### config.mk
export PLATFORM = sky130hd
export DESIGN_NAME = adc_control_register_decode
export DESIGN_NICKNAME = d
export VERILOG_FILES = /design/src/design/adc_cfg_pkg.sv /design/src/design/adc_control_register_decode.sv /design/src/design/serial_word_receiver.sv
export SDC_FILE = /design/constraint.sdc
export NUM_CORES = 1
export LEC_CHECK = 0
export BUFFER_PORTS_ARGS = -buffer_cell sky130_fd_sc_hd__buf_2
export CAP_MARGIN = 10
export CORE_AREA = 2 2 101 103
export CTS_CLUSTER_SIZE = 30
export DETAILED_ROUTE_END_ITERATION = 10
export DIE_AREA = 0 0 103 105
export PLACE_DENSITY = 0.62
export SLEW_MARGIN = 0
export SYNTH_ARGS = -nofsm -noshare
export SYNTH_HDL_FRONTEND = slang
export SYNTH_HIERARCHICAL = 1
export SYNTH_SLANG_ARGS = --single-unit
### constraint.sdc
create_clock -name mclk -period 4 [get_ports mclk]
set_input_delay 1 -clock mclk [delete_from_list [all_inputs] [get_ports mclk]]
set_output_delay 1 -clock mclk [all_outputs]
set_load 0.01 [all_outputs]
### src/design/adc_cfg_pkg.sv
// Overview of operation
// [RL1] Write-only fourteen-bit configuration register.
// [RL2] Address bits 11 route data into it.
// [RL3] Power-up clears every configuration bit.
// [RL4] Bit 13 picks pseudo-differential or single-ended.
// [RL5] Bits 12..10 pick the conversion channel.
// [RL6] Differential codes pair inputs, upper codes swap.
// [RL7] Single-ended codes pick odd then even inputs.
// [RL8] Power bits with sleep pin pick power-down.
// [RL9] Bits 7..6 choose the read target.
// [RL10] Bit 5 one enables interface mode 1.
// [RL11] Mode bit clears after every read cycle; a configuration write ending in the same cycle loads the written bit instead.
// [RL12] Conversion-start bit launches one, self-clears.
// [RL13] Bit 3 chooses self or system calibration.
// [RL14] Calibration start runs selected type, self-clears.
// [RL15] Without start, select bits address coefficient registers.
// [RL16] Full self calibration: DAC, gain, offset.
// [RL17] Self codes: gain+offset, offset, gain.
// [RL18] Full system calibration: DAC, gain, offset.
// [RL19] System codes: gain+offset, offset, gain.
// [RL20] Sixteen-bit word latched only when complete.
// [RL21] Address 00 ignored, 01 test, 10 calibration.
// [RL22] Busy from accepted start until completion.
package adc_cfg_pkg;

  localparam int           WORD_BITS     = 16;
  localparam int           CFG_BITS      = 14;
  localparam logic [4:0]   LAST_BIT_IDX  = 5'h0F;

  localparam logic [1:0]   ADDR_NONE     = 2'h0;
  localparam logic [1:0]   ADDR_TEST     = 2'h1;
  localparam logic [1:0]   ADDR_CALREG   = 2'h2;
  localparam logic [1:0]   ADDR_CONFIG   = 2'h3;
  localparam int           ADDR_MSB      = 15;
  localparam int           ADDR_LSB      = 14;

  localparam int           BIT_PAIRING   = 13;
  localparam int           CH_MSB        = 12;
  localparam int           CH_LSB        = 10;
  localparam int           PM_MSB        = 9;
  localparam int           PM_LSB        = 8;
  localparam int           RD_MSB        = 7;
  localparam int           RD_LSB        = 6;
  localparam int           BIT_IFMODE    = 5;
  localparam int           BIT_CONV      = 4;
  localparam int           BIT_CALKIND   = 3;
  localparam int           CALSEL_MSB    = 2;
  localparam int           CALSEL_LSB    = 1;
  localparam int           BIT_CALSTART  = 0;

  localparam logic [13:0]  CFG_RESET     = 14'h0000;
  localparam logic [1:0]   RD_STATUS     = 2'h3;
  localparam logic [3:0]   NEG_GROUND    = 4'h8;

  typedef enum logic [1:0] {
    SEQ_IDLE     = 2'b00,
    SEQ_CAL_REQ  = 2'b01,
    SEQ_CAL_WAIT = 2'b11,
    SEQ_CONV     = 2'b10
  } seq_state_t;

  typedef enum logic [2:0] {
    STEP_NONE       = 3'h0,
    STEP_DAC        = 3'h1,
    STEP_INT_GAIN   = 3'h2,
    STEP_INT_OFFSET = 3'h3,
    STEP_SYS_GAIN   = 3'h4,
    STEP_SYS_OFFSET = 3'h5
  } cal_step_t;

endpackage : adc_cfg_pkg

### src/design/adc_control_register_decode.sv
module adc_control_register_decode (
  // Clock, reset, enable
  input  wire logic        mclk,
  input  wire logic        rstn,
  input  wire logic        clk_en,
  // Serial write pins
  input  wire logic        sclk_pin,
  input  wire logic        din_pin,
  input  wire logic        frame_n_pin,
  // Read side and sleep pin
  input  wire logic        read_cycle_done,
  input  wire logic        sleep_n_pin,
  // Input routing
  output logic             input_pairing_select,
  output logic [2:0]       pos_input_index,
  output logic [3:0]       neg_input_index,
  // Power, read target, interface mode
  output logic [1:0]       power_mgmt,
  output logic [2:0]       power_mode_select,
  output logic [1:0]       read_target,
  output logic             interface_mode1,
  output logic             din_drive_allowed,
  // Conversion engine
  output logic             conv_start,
  input  wire logic        conv_done,
  // Calibration engine
  output logic             cal_step_req,
  output logic [2:0]       cal_step,
  input  wire logic        cal_step_done,
  output logic [1:0]       cal_reg_addr,
  // Other register writes
  output logic             test_write,
  output logic             cal_reg_write,
  output logic [13:0]      write_data,
  // State
  output logic             busy,
  output logic [15:0]      status_word
);

  typedef struct packed {
    logic [13:0]              cfg;
    adc_cfg_pkg::seq_state_t  state;
    logic                     cal_kind;
    logic [1:0]               cal_sel;
    logic [1:0]               cal_idx;
    adc_cfg_pkg::cal_step_t   step;
    logic                     step_req;
    logic                     conv_start;
    logic                     test_write;
    logic                     cal_reg_write;
    logic [13:0]              write_data;
    logic                     sleep_meta;
    logic                     sleep_sync;
    logic [2:0]               pos;
    logic [3:0]               neg;
    logic [2:0]               power_mode;
    logic                     busy;
    logic [15:0]              status;
  } ctl_state_t;

  localparam ctl_state_t CTL_RESET = '{
    cfg: adc_cfg_pkg::CFG_RESET, state: adc_cfg_pkg::SEQ_IDLE,
    cal_kind: 1'b0, cal_sel: 2'h0, cal_idx: 2'h0, step: adc_cfg_pkg::STEP_NONE,
    step_req: 1'b0, conv_start: 1'b0, test_write: 1'b0, cal_reg_write: 1'b0,
    write_data: 14'h0000, sleep_meta: 1'b1, sleep_sync: 1'b1,
    pos: 3'h0, neg: 4'h1, power_mode: 3'h0, busy: 1'b0, status: 16'h0000};

  ctl_state_t st;
  ctl_state_t next_st;
  logic       rx_valid;
  logic [15:0] rx_word;
  logic       wr_cfg;

  // Channel index 0 stands for the first analog input, 7 for the eighth.
  function automatic logic [2:0] pos_of(input logic [2:0] ch);
    pos_of = {ch[1:0], ch[2]};
  endfunction : pos_of

  function automatic logic [3:0] neg_of(input logic pair, input logic [2:0] ch);
    neg_of = pair ? adc_cfg_pkg::NEG_GROUND : {1'b0, ch[1:0], ~ch[2]};
  endfunction : neg_of

  function automatic logic [1:0] cal_len(input logic [1:0] sel);
    cal_len = (sel == 2'h0) ? 2'h3 : (sel == 2'h1) ? 2'h2 : 2'h1;
  endfunction : cal_len

  function automatic adc_cfg_pkg::cal_step_t cal_step_of(input logic       kind,
                                                         input logic [1:0] sel,
                                                         input logic [1:0] idx);
    adc_cfg_pkg::cal_step_t gain;
    adc_cfg_pkg::cal_step_t offs;
    gain = kind ? adc_cfg_pkg::STEP_SYS_GAIN : adc_cfg_pkg::STEP_INT_GAIN;
    offs = kind ? adc_cfg_pkg::STEP_SYS_OFFSET : adc_cfg_pkg::STEP_INT_OFFSET;
    case (sel)
      2'h0: begin
        cal_step_of = (idx == 2'h0) ? adc_cfg_pkg::STEP_DAC : (idx == 2'h1) ? gain : offs;
      end
      2'h1: begin
        cal_step_of = (idx == 2'h0) ? gain : offs;
      end
      2'h2: begin
        cal_step_of = offs;
      end
      default: begin
        cal_step_of = gain;
      end
    endcase
  endfunction : cal_step_of

  serial_word_receiver u_rx (
    .mclk        (mclk),
    .rstn        (rstn),
    .clk_en      (clk_en),
    .sclk_pin    (sclk_pin),
    .din_pin     (din_pin),
    .frame_n_pin (frame_n_pin),
    .word_valid  (rx_valid),
    .word        (rx_word)
  );

  // [RL2] Address 11 decode.
  assign wr_cfg = rx_valid && (rx_word[adc_cfg_pkg::ADDR_MSB:adc_cfg_pkg::ADDR_LSB] ==
                               adc_cfg_pkg::ADDR_CONFIG);

  always_comb begin
    next_st               = st;
    next_st.sleep_meta    = sleep_n_pin;
    next_st.sleep_sync    = st.sleep_meta;
    next_st.step_req      = 1'b0;
    next_st.conv_start    = 1'b0;
    next_st.test_write    = 1'b0;
    next_st.cal_reg_write = 1'b0;
    // [RL21] Other address codes.
    if (rx_valid) begin
      next_st.write_data = rx_word[13:0];
      case (rx_word[adc_cfg_pkg::ADDR_MSB:adc_cfg_pkg::ADDR_LSB])
        adc_cfg_pkg::ADDR_TEST:   next_st.test_write = 1'b1;
        adc_cfg_pkg::ADDR_CALREG: next_st.cal_reg_write = 1'b1;
        default:                  next_st.test_write = 1'b0;
      endcase
    end
    // [RL11] Read clears mode.
    if (read_cycle_done) begin
      next_st.cfg[adc_cfg_pkg::BIT_IFMODE] = 1'b0;
    end
    // A write in the same cycle as a read end keeps the newly written mode bit.
    if (wr_cfg) begin
      next_st.cfg[13:5] = rx_word[13:5];
      next_st.cfg[3:1]  = rx_word[3:1];
    end
    case (st.state)
      adc_cfg_pkg::SEQ_IDLE: begin
        // [RL14] Calibration start accepted.
        if (wr_cfg && rx_word[adc_cfg_pkg::BIT_CALSTART]) begin
          next_st.cfg[adc_cfg_pkg::BIT_CALSTART] = 1'b1;
          next_st.cal_kind = rx_word[adc_cfg_pkg::BIT_CALKIND];
          next_st.cal_sel  = rx_word[adc_cfg_pkg::CALSEL_MSB:adc_cfg_pkg::CALSEL_LSB];
          next_st.cal_idx  = 2'h0;
          next_st.state    = adc_cfg_pkg::SEQ_CAL_REQ;
        // [RL12] Conversion start accepted.
        end else if (wr_cfg && rx_word[adc_cfg_pkg::BIT_CONV]) begin
          next_st.cfg[adc_cfg_pkg::BIT_CONV] = 1'b1;
          next_st.conv_start = 1'b1;
          next_st.state      = adc_cfg_pkg::SEQ_CONV;
        end
      end
      adc_cfg_pkg::SEQ_CONV: begin
        // [RL12] Conversion bit self-clears.
        if (conv_done) begin
          next_st.cfg[adc_cfg_pkg::BIT_CONV] = 1'b0;
          next_st.state = adc_cfg_pkg::SEQ_IDLE;
        end
      end
      adc_cfg_pkg::SEQ_CAL_REQ: begin
        // [RL16] [RL17] [RL18] [RL19] Step order table.
        next_st.step     = cal_step_of(st.cal_kind, st.cal_sel, st.cal_idx);
        next_st.step_req = 1'b1;
        next_st.state    = adc_cfg_pkg::SEQ_CAL_WAIT;
      end
      adc_cfg_pkg::SEQ_CAL_WAIT: begin
        if (cal_step_done) begin
          // [RL14] Start bit self-clears.
          if (st.cal_idx + 2'h1 == cal_len(st.cal_sel)) begin
            next_st.cfg[adc_cfg_pkg::BIT_CALSTART] = 1'b0;
            next_st.step  = adc_cfg_pkg::STEP_NONE;
            next_st.state = adc_cfg_pkg::SEQ_IDLE;
          end else begin
            next_st.cal_idx = st.cal_idx + 2'h1;
            next_st.state   = adc_cfg_pkg::SEQ_CAL_REQ;
          end
        end
      end
      default: begin
        next_st.state = adc_cfg_pkg::SEQ_IDLE;
      end
    endcase
    // [RL22] Busy tracks sequencer.
    next_st.busy = (next_st.state != adc_cfg_pkg::SEQ_IDLE);
    // [RL5] [RL6] [RL7] Channel routing.
    next_st.pos = pos_of(next_st.cfg[adc_cfg_pkg::CH_MSB:adc_cfg_pkg::CH_LSB]);
    next_st.neg = neg_of(next_st.cfg[adc_cfg_pkg::BIT_PAIRING],
                         next_st.cfg[adc_cfg_pkg::CH_MSB:adc_cfg_pkg::CH_LSB]);
    // [RL8] Power with sleep.
    next_st.power_mode = {~next_st.sleep_sync,
                          next_st.cfg[adc_cfg_pkg::PM_MSB:adc_cfg_pkg::PM_LSB]};
    // [RL1] Status view only.
    next_st.status = {1'b0, next_st.busy, next_st.cfg[13:8], adc_cfg_pkg::RD_STATUS,
                      next_st.cfg[adc_cfg_pkg::BIT_IFMODE], 1'b0, next_st.cfg[3:0]};
  end

  // [RL3] Clear at reset.
  always_ff @(posedge mclk) begin
    if (!rstn) begin
      st <= CTL_RESET;
    end else if (clk_en) begin
      st <= next_st;
    end
  end

  // [RL4] Pairing bit out.
  assign input_pairing_select = st.cfg[adc_cfg_pkg::BIT_PAIRING];
  assign pos_input_index      = st.pos;
  assign neg_input_index      = st.neg;
  assign power_mgmt           = st.cfg[adc_cfg_pkg::PM_MSB:adc_cfg_pkg::PM_LSB];
  assign power_mode_select    = st.power_mode;
  // [RL9] Read target select.
  assign read_target          = st.cfg[adc_cfg_pkg::RD_MSB:adc_cfg_pkg::RD_LSB];
  // [RL10] Interface mode 1.
  assign interface_mode1      = st.cfg[adc_cfg_pkg::BIT_IFMODE];
  assign din_drive_allowed    = st.cfg[adc_cfg_pkg::BIT_IFMODE];
  assign conv_start           = st.conv_start;
  assign cal_step_req         = st.step_req;
  assign cal_step             = st.step;
  // [RL13] [RL15] Coefficient addressing.
  assign cal_reg_addr         = st.cfg[adc_cfg_pkg::BIT_CALSTART] ? 2'h0 :
                                st.cfg[adc_cfg_pkg::CALSEL_MSB:adc_cfg_pkg::CALSEL_LSB];
  assign test_write           = st.test_write;
  assign cal_reg_write        = st.cal_reg_write;
  assign write_data           = st.write_data;
  assign busy                 = st.busy;
  assign status_word          = st.status;
endmodule : adc_control_register_decode

### src/design/serial_word_receiver.sv
module serial_word_receiver (
  // Clock, reset, enable
  input  wire logic        mclk,
  input  wire logic        rstn,
  input  wire logic        clk_en,
  // Serial pins
  input  wire logic        sclk_pin,
  input  wire logic        din_pin,
  input  wire logic        frame_n_pin,
  // Received word
  output logic             word_valid,
  output logic [15:0]      word
);

  typedef struct packed {
    logic        sclk_meta;
    logic        sclk_sync;
    logic        sclk_prev;
    logic        din_meta;
    logic        din_sync;
    logic        frame_meta;
    logic        frame_sync;
    logic [15:0] shift;
    logic [4:0]  count;
    logic [15:0] word;
    logic        valid;
  } rx_state_t;

  localparam rx_state_t RX_RESET = '{
    sclk_meta: 1'b0, sclk_sync: 1'b0, sclk_prev: 1'b0,
    din_meta: 1'b0, din_sync: 1'b0,
    frame_meta: 1'b1, frame_sync: 1'b1,
    shift: 16'h0000, count: 5'h00, word: 16'h0000, valid: 1'b0};

  rx_state_t st;
  rx_state_t next_st;

  always_comb begin
    next_st            = st;
    next_st.sclk_meta  = sclk_pin;
    next_st.sclk_sync  = st.sclk_meta;
    next_st.sclk_prev  = st.sclk_sync;
    next_st.din_meta   = din_pin;
    next_st.din_sync   = st.din_meta;
    next_st.frame_meta = frame_n_pin;
    next_st.frame_sync = st.frame_meta;
    next_st.valid      = 1'b0;
    // [RL20] Partial words dropped.
    if (st.frame_sync) begin
      next_st.count = 5'h00;
    end else if (st.sclk_sync && !st.sclk_prev) begin
      next_st.shift = {st.shift[14:0], st.din_sync};
      if (st.count == adc_cfg_pkg::LAST_BIT_IDX) begin
        next_st.word  = {st.shift[14:0], st.din_sync};
        next_st.valid = 1'b1;
        next_st.count = 5'h00;
      end else begin
        next_st.count = st.count + 5'h01;
      end
    end
  end

  always_ff @(posedge mclk) begin
    if (!rstn) begin
      st <= RX_RESET;
    end else if (clk_en) begin
      st <= next_st;
    end
  end

  assign word_valid = st.valid;
  assign word       = st.word;

endmodule : serial_word_receiver

==> summary.txt, run 1 <==
Run status
  – Outcome: completed

CTS
  – CTS tree: yes
  – Hold buffers post-CTS: 0
  – PostCTS Resize Cnt: 0
  – Clk sinks: 92
  – CTS root buf: clkbuf_8
  – Reg clk slew, reported paths: 0.09 ns
  – Clk_lat worst skew: 0.36 ns
  – CTS H-tree depth: 3
  – Deepest clock path buffer count: 2
  – TritonCTS Buffers: 9
  – Post-CTS setup buffer count: 0

Die
  – Die footprint: 10800 um^2
  – # IOs: 67
  – Core area: 9640 um^2
  – Die X-Extent: 103 um
  – Starting Density: 0.441
  – Die Y-Extent: 105 um
  – Row count: 36

Synth
  – Most common cell in the netlist: nand2_1
  – Commonest cells post-synth: 131 x nand2_1, 92 x dfxtp_1, 66 x buf_4
  – Synth top area share: 0.433
  – Post-synth ARST share: 0
  – Number of flops mapped to enable cells by yosys: 0
  – Ys flop type: dfxtp_1
  – Register bit total from synthesis: 92
  – Yosys Warn Count: 6
  – Distinct cell type count after synthesis: 52
  – Synth Instances: 507
  – Seq/Total Area, Yosys: 0.433
  – Synth top area cells: dfxtp_1 43%, buf_4 12%, nand2_1 12%
  – Cell accounting for the most synthesized area: dfxtp_1
  – Mapped Avg Cell Area: 8.39 um^2
  – Mapped Area: 4250 um^2

GRT
  – First-pass GRT wire length: 13800 um
  – Overall routing resource usage: 0.159
  – Initial antenna violation count: 0
  – Grt ovf: 0
  – Pin count of the biggest net entering global routing: 51
  – Vias in the first global route: 2941

Pwr
  – Pint: 1310 uW
  – Pwr dens: 387 nW/um^2
  – Leak: 0.00173 uW
  – Switching power: 385 uW
  – Maximum vdd ir drop: 0.208 mV
  – Combinational fraction of design power: 0.044
  – Clock network fraction of design power: 0.408
  – Switching Fraction: 0.227
  – Sequential share of power: 0.549

Detailed routing
  – Iter 0 DRT Violations: 106
  – Drt pass-1 iters: 4
  – Drt via density: 4.91
  – Routed len/inst: 13.0 um
  – Via count: 3115
  – Post-route ant nets: 0
  – Final WL: 8280 um
  – Residual DRC count: 0

Final layout
  – Total Nets Final: 514
  – Register Area: 1840 um^2
  – Design Area, Final: 4380 um^2
  – Area Overhead vs Synth: 3.09%
  – ANT cells: 0
  – Share of cells above drive strength 1: 0.187
  – Multi-input gate area: 1770 um^2
  – Fillcell total: 977

STA
  – Fin crit period: 2.37 ns
  – Fmax: 0.421 GHz
  – Setup TNS: 0 ns
  – Final Skew: 0.0110 ns
  – Fin crit share: 0.594
  – Final Max Tran Viols: 0
  – Final setup margin: 1.63 ns
  – Fin. Hold Viols: 0
  – Final Setup Violations: 0
  – RSZ-0062 raised after global routing: false
  – Relative slew slack: 0.492
  – Worst Max-Slew Pin Slew: 0.761 ns

Critical path
  – CP Data Arrival Time: 2.63 ns
  – CP Max Fanout: 31
  – Startpoint types: input port
  – CP required: 4.26 ns
  – Worst setup path category: input port to register
  – Worst setup EP type: register

Placement
  – GPL Wtd Cong: 0.771
  – Cell area after placement: 4160 um^2
  – Worst slack, placed: 1.23 ns
  – # port buffers: 64
  – Hpwl dp: 5700 um

Hold path
  – Worst min-delay path category: register to register

Flow run
  – Max Cap Violations: 0
[critical path, stage by stage]
cell	delay, ns
buf_2	0.09
buf_4	0.33
nand4bb_1	0.14
buf_4	0.22
or3_1	0.60
nand2_1	0.18
a21boi_1	0.07
[metrics by stage]
stage,util,hold slack (ns),power [uW],instances
3_3_place_gp,0.432,0.420,1030,619
2_1_floorplan,-,0.415,1010,508
6_report,0.455,0.441,1700,635
4_1_cts,0.455,0.442,1710,635
3_5_place_dp,0.432,0.428,1030,619
5_1_grt,0.455,0.469,1760,635
[state kept, by name, summed over array words and instances, names as in the netlist, 2 cells and up]
signal / cells
status_word: 2
power_mgmt: 2
u_rx/st: 23
st: 14
u_rx/next_st: 4
u_rx/word: 16
write_data: 14
neg_input_index: 3
cal_step: 3
read_target: 2
[worst paths after layout]
check                                startpoint                   end  slack (ns)  depth (start not counted)
worst max-delay path                     clk_en          u_rx/word[8]        1.63                          7
worst min-delay path                next_st[27]  power_mode_select[2]        0.44                          1
worst max register to register  u_rx/word_valid                st[54]        1.88                          6
worst min register to register      next_st[27]  power_mode_select[2]        0.44                          1
[cell type report]
type / count / share of cell area
tap: 133 / 0.0380
multi-input combinational: 316 / 0.403
inverter: 10 / 0.00856
clock buffer: 9 / 0.0283
clock inverter: 7 / 0.0220
timing repair buffer: 68 / 0.0799
sequential: 92 / 0.420
[power groups by stage]
stage | registers [uW] | clock network, uW | logic, uW
after detailed placement | 953 | 0 | 74.0
final | 931 | 691 | 73.8
after floorplan | 951 | 0 | 60.1
after global routing | 933 | 747 | 83.5
after global placement | 952 | 0 | 73.4
after CTS | 931 | 708 | 74.0
[placed cells by master, fill, tap and decap left out, types with 8 or more instances in the layout]
| cell type | Yosys | routed |
|---|---|---|
| dfxtp_1 | 92 | 92 |
| nor2b_1 | 12 | 12 |
| mux2i_1 | 17 | 17 |
| inv_1 | 8 | 8 |
| a21boi_1 | 9 | 9 |
| nand2_1 | 131 | 131 |
| nor2_1 | 21 | 21 |
| buf_2 | 5 | 64 |
| clkbuf_8 | 0 | 9 |
| a21oi_1 | 36 | 36 |
| a21boi_0 | 22 | 22 |
[cell families (layout without fill, tap and decap cells)]
group | Yosys count | in the layout | synth area share
simple gates | 194 | 194 | 0.202
buf+inv | 100 | 94 | 0.152
compound gates | 94 | 94 | 0.147
flops | 92 | 92 | 0.433
mux | 17 | 17 | 0.0400
fa+ha+maj | 7 | 7 | 0.0206
xor+xnor | 2 | 2 | 0.00412
other cells | 1 | 2 | 0.000882
[routing by layer]
metal  up-vias  wire [um]  GRT usage  part of all wire
li1       1587          -          -                 -
met1      1450       3910      0.208              0.47
met2        66       3880      0.257              0.47
met3        12        354     0.0274             0.043
met4         0        136     0.0639             0.016
met5         -          0          0                 0
Note: power is estimated with default switching activity, not from simulation.
==> run 2, diff against run 1 <==
--- a/config.mk
+++ b/config.mk
@@ -5,13 +5,14 @@
 export SDC_FILE = /design/constraint.sdc
 export NUM_CORES = 1
 export LEC_CHECK = 0
+export ABC_AREA = 1
 export BUFFER_PORTS_ARGS = -buffer_cell sky130_fd_sc_hd__buf_2
 export CAP_MARGIN = 10
 export CORE_AREA = 2 2 101 103
 export CTS_CLUSTER_SIZE = 30
 export DETAILED_ROUTE_END_ITERATION = 10
 export DIE_AREA = 0 0 103 105
-export PLACE_DENSITY = 0.62
+export PLACE_DENSITY = 0.63
 export SLEW_MARGIN = 0
 export SYNTH_ARGS = -nofsm -noshare
 export SYNTH_HDL_FRONTEND = slang
==> constraint.sdc (replaced) <==
create_clock -name mclk -period 2.4 [get_ports mclk]
set_input_delay 0.6 -clock mclk [delete_from_list [all_inputs] [get_ports mclk]]
set_output_delay 0.6 -clock mclk [all_outputs]
set_load 0.01 [all_outputs]
==> run 2 against run 1 <==
Effect of this change: hold slack improved by 0.0052 ns; synthesized cell count increased by 14%; critical endpoint is now cal_step[1]; global-route usage decreased by 0.058 points; final area increased by 1.9%; register-to-register slack got worse by 1.2 ns; power increased by 62%; first-iteration DRC count increased by 43%; via count increased by 6.8%.
==> summary.txt, run 2 <==
Run status
  – Outcome: completed

Critical path
  – Worst setup EP type: register
  – CP Data Arrival Time: 1.95 ns (-0.68 ns)
  – Startpoint types: register
  – Worst setup path category: register to register
  – R2R depth: 10 (+4)
  – CP Max Fanout: 6 (-81%)
  – CP required: 2.67 ns (-1.59 ns)

Final layout
  – Number of flip-flops under the largest register name: 23 (unchanged)
  – ANT cells: 0 (unchanged)
  – Commonest non-fill, non-tap cells in the layout: 96 x nand2_1, 92 x dfxtp_1, 87 x nor2_1
  – Most flops, register: u_rx/st
  – Design Area, Final: 4470 um^2 (+1.9%)
  – Most common cell after layout, fill and taps aside: nand2_1
  – Total Nets Final: 593 (+15%)
  – Share of cells above drive strength 1: 0.189 (+0.00208)
  – Area Overhead vs Synth: 3.48%
  – Layout Cells excl Fill: 714 (+12%)

CTS
  – TritonCTS Buffers: 9 (unchanged)
  – Post-CTS setup buffer count: 0 (unchanged)
  – PostCTS Resize Cnt: 0 (unchanged)
  – Reg clk slew, reported paths: 0.10 ns (about the same)
  – Clk_lat worst skew: 0.36 ns (about the same)
  – CTS root buf: clkbuf_8
  – Deepest clock path buffer count: 2 (unchanged)
  – CTS H-tree depth: 3 (unchanged)
  – Clk sinks: 92 (unchanged)
  – Hold buffers post-CTS: 0 (unchanged)
  – CTS tree: yes

STA
  – Fin crit share: 0.699
  – Fin. Hold Viols: 0 (unchanged)
  – Final Skew: 0.0146 ns (+0.00356 ns)
  – Final Setup Violations: 0 (unchanged)
  – Final Max Tran Viols: 0 (unchanged)
  – RSZ-0062 raised after global routing: false
  – Setup TNS: 0 ns (unchanged)
  – Fmax: 0.596 GHz
  – Fin crit period: 1.68 ns

Die
  – Die Y-Extent: 105 um (unchanged)
  – Row count: 36 (unchanged)
  – Die footprint: 10800 um^2 (unchanged)
  – Core area: 9640 um^2 (unchanged)
  – Starting Density: 0.448 (+0.00688)
  – Die X-Extent: 103 um (unchanged)
  – # IOs: 67 (unchanged)

Synth
  – Register bit total from synthesis: 92 (unchanged)
  – Commonest cells post-synth: 96 x nand2_1, 92 x dfxtp_1, 87 x nor2_1
  – Cell accounting for the most synthesized area: dfxtp_1
  – Post-synth ARST share: 0 (unchanged)
  – Synth Instances: 580 (+14%)
  – Seq/Total Area, Yosys: 0.427 (-0.00665)
  – Synth top area share: 0.427 (-0.00665)
  – Distinct cell type count after synthesis: 31 (-40%)
  – Yosys Warn Count: 6 (unchanged)
  – Ys flop type: dfxtp_1
  – Most common cell in the netlist: nand2_1
  – Mapped Area: 4320 um^2 (+1.6%)
  – Mapped Avg Cell Area: 7.44 um^2 (-11%)
  – Number of flops mapped to enable cells by yosys: 0 (unchanged)
  – Synth top area cells: dfxtp_1 43%, buf_4 11%, nand2_1 8.3%

Detailed routing
  – Iter 0 DRT Violations: 152 (+43%)
  – Post-route ant nets: 0 (unchanged)
  – Via count: 3327 (+6.8%)
  – Routed len/inst: 11.8 um (-9.5%)
  – Drt via density: 4.66 (-5.0%)
  – Residual DRC count: 0 (unchanged)
  – Drt pass-1 iters: 4 (unchanged)
  – Final WL: 8430 um (+1.8%)

Hold path
  – Worst hold stages: 1 (unchanged)
  – Worst min-delay path category: register to register

GRT
  – Grt ovf: 0 (unchanged)
  – Initial antenna violation count: 0 (unchanged)
  – Vias in the first global route: 2988 (+1.6%)
  – Overall routing resource usage: 0.158 (-0.000583)
  – Pin count of the biggest net entering global routing: 49 (-3.9%)
  – First-pass GRT wire length: 13700 um (-0.70%)

Placement
  – GPL Wtd Cong: 0.836 (+8.4%)
  – Placed Instances: 698 (+13%)
  – Cell area after placement: 4270 um^2 (+2.5%)
  – Hpwl dp: 5970 um (+4.6%)
  – # port buffers: 64 (unchanged)

Pwr
  – Combinational fraction of design power: 0.048 (+0.004)
  – Sequential share of power: 0.565 (+0.016)
  – Switching power: 671 uW (+74%)
  – Switching Fraction: 0.244 (+0.0165)
  – Pwr dens: 616 nW/um^2 (+59%)
  – Clock network fraction of design power: 0.387 (-0.021)
  – Pint: 2080 uW (+59%)
  – Maximum vdd ir drop: 0.271 mV (+30%)
  – Leak: 0.00199 uW (+15%)

Flow run
  – Max Cap Violations: 0 (unchanged)
## run 2: changes by cell type after synthesis, moves of 8 or more
cell | previous run | this run
a21boi_1 | 9 | 0
clkbuf_1 | 15 | 7
nor2b_1 | 12 | 0
o21ai_0 | 5 | 52
mux2i_1 | 17 | 0
inv_1 | 8 | 47
a21boi_0 | 22 | 0
nor2_1 | 21 | 87
nand3_1 | 7 | 26
nand2_1 | 131 | 96
a21oi_1 | 36 | 54
## run 2: metrics by stage
step / util / hold WS, ns / setup slack [ns] / total power (uW)
after floorplan: - / 0.410 / 0.910 / 1690
after global routing: 0.464 / 0.452 / 0.509 / 2860
after CTS: 0.464 / 0.446 / 0.718 / 2780
after global placement: 0.443 / 0.425 / 0.480 / 1720
after detailed placement: 0.443 / 0.432 / 0.420 / 1720
final: 0.464 / 0.446 / 0.722 / 2750
## run 2: final cells by class
class                           count  area, um^2
Fill cell                         976        5170
Sequential cell                    92        1840
Multi-Input combinational cell    351        1680
Timing Repair Buffer               71         385
Inverter                           51         194
Tap cell                          133         166
Clock buffer                       10         128
Clock inverter                      6        72.6
## run 2: cell families (layout without fill, tap and decap cells)
group	count (synthesis)	after routing	share of synthesized area
AO/OA/AOI/OAI	115	115	0.137
adder cells (fa/ha/maj)	7	7	0.0203
buffers and inverters	138	138	0.185
flip-flops	92	92	0.427
multiplexers	1	1	0.00319
other	1	2	0.000868
AND/OR/NAND/NOR	226	226	0.227
## run 2: routing by layer
metal / GRT usage / wire length [um] / up-vias
li1: - / - / 1767
met4: 0.0648 / 135 / 0
met3: 0.0268 / 357 / 8
met2: 0.255 / 3970 / 61
met1: 0.208 / 3970 / 1491
met5: 0 / 0 / -
## run 2: critical path: stages, from the launching register on
cell	delay (ns)
dfxtp_1	0.44
inv_1	0.09
ha_1	0.33
inv_1	0.06
nand2_1	0.04
nand2_1	0.10
nand3_2	0.14
o21ai_2	0.17
nand3_1	0.11
nand2_1	0.07
nor2_1	0.03
## run 2: path summary, 6_finish.rpt
| path | from | slack, ns | end |
|---|---|---|---|
| worst max-delay path | st[50] | 0.72 | cal_step[1] |
| worst min-delay path | next_st[27] | 0.45 | power_mode_select[2] |
| worst max register to register | st[50] | 0.72 | cal_step[1] |
| worst min register to register | next_st[27] | 0.45 | power_mode_select[2] |
## run 2: power by group through the flow
stage | registers (uW) | clock network, uW | logic, uW
2_1_floorplan | 1590 | 0 | 99.2
3_3_place_gp | 1590 | 0 | 132
3_5_place_dp | 1590 | 0 | 133
4_1_cts | 1560 | 1100 | 134
5_1_grt | 1560 | 1150 | 151
6_report | 1560 | 1070 | 133
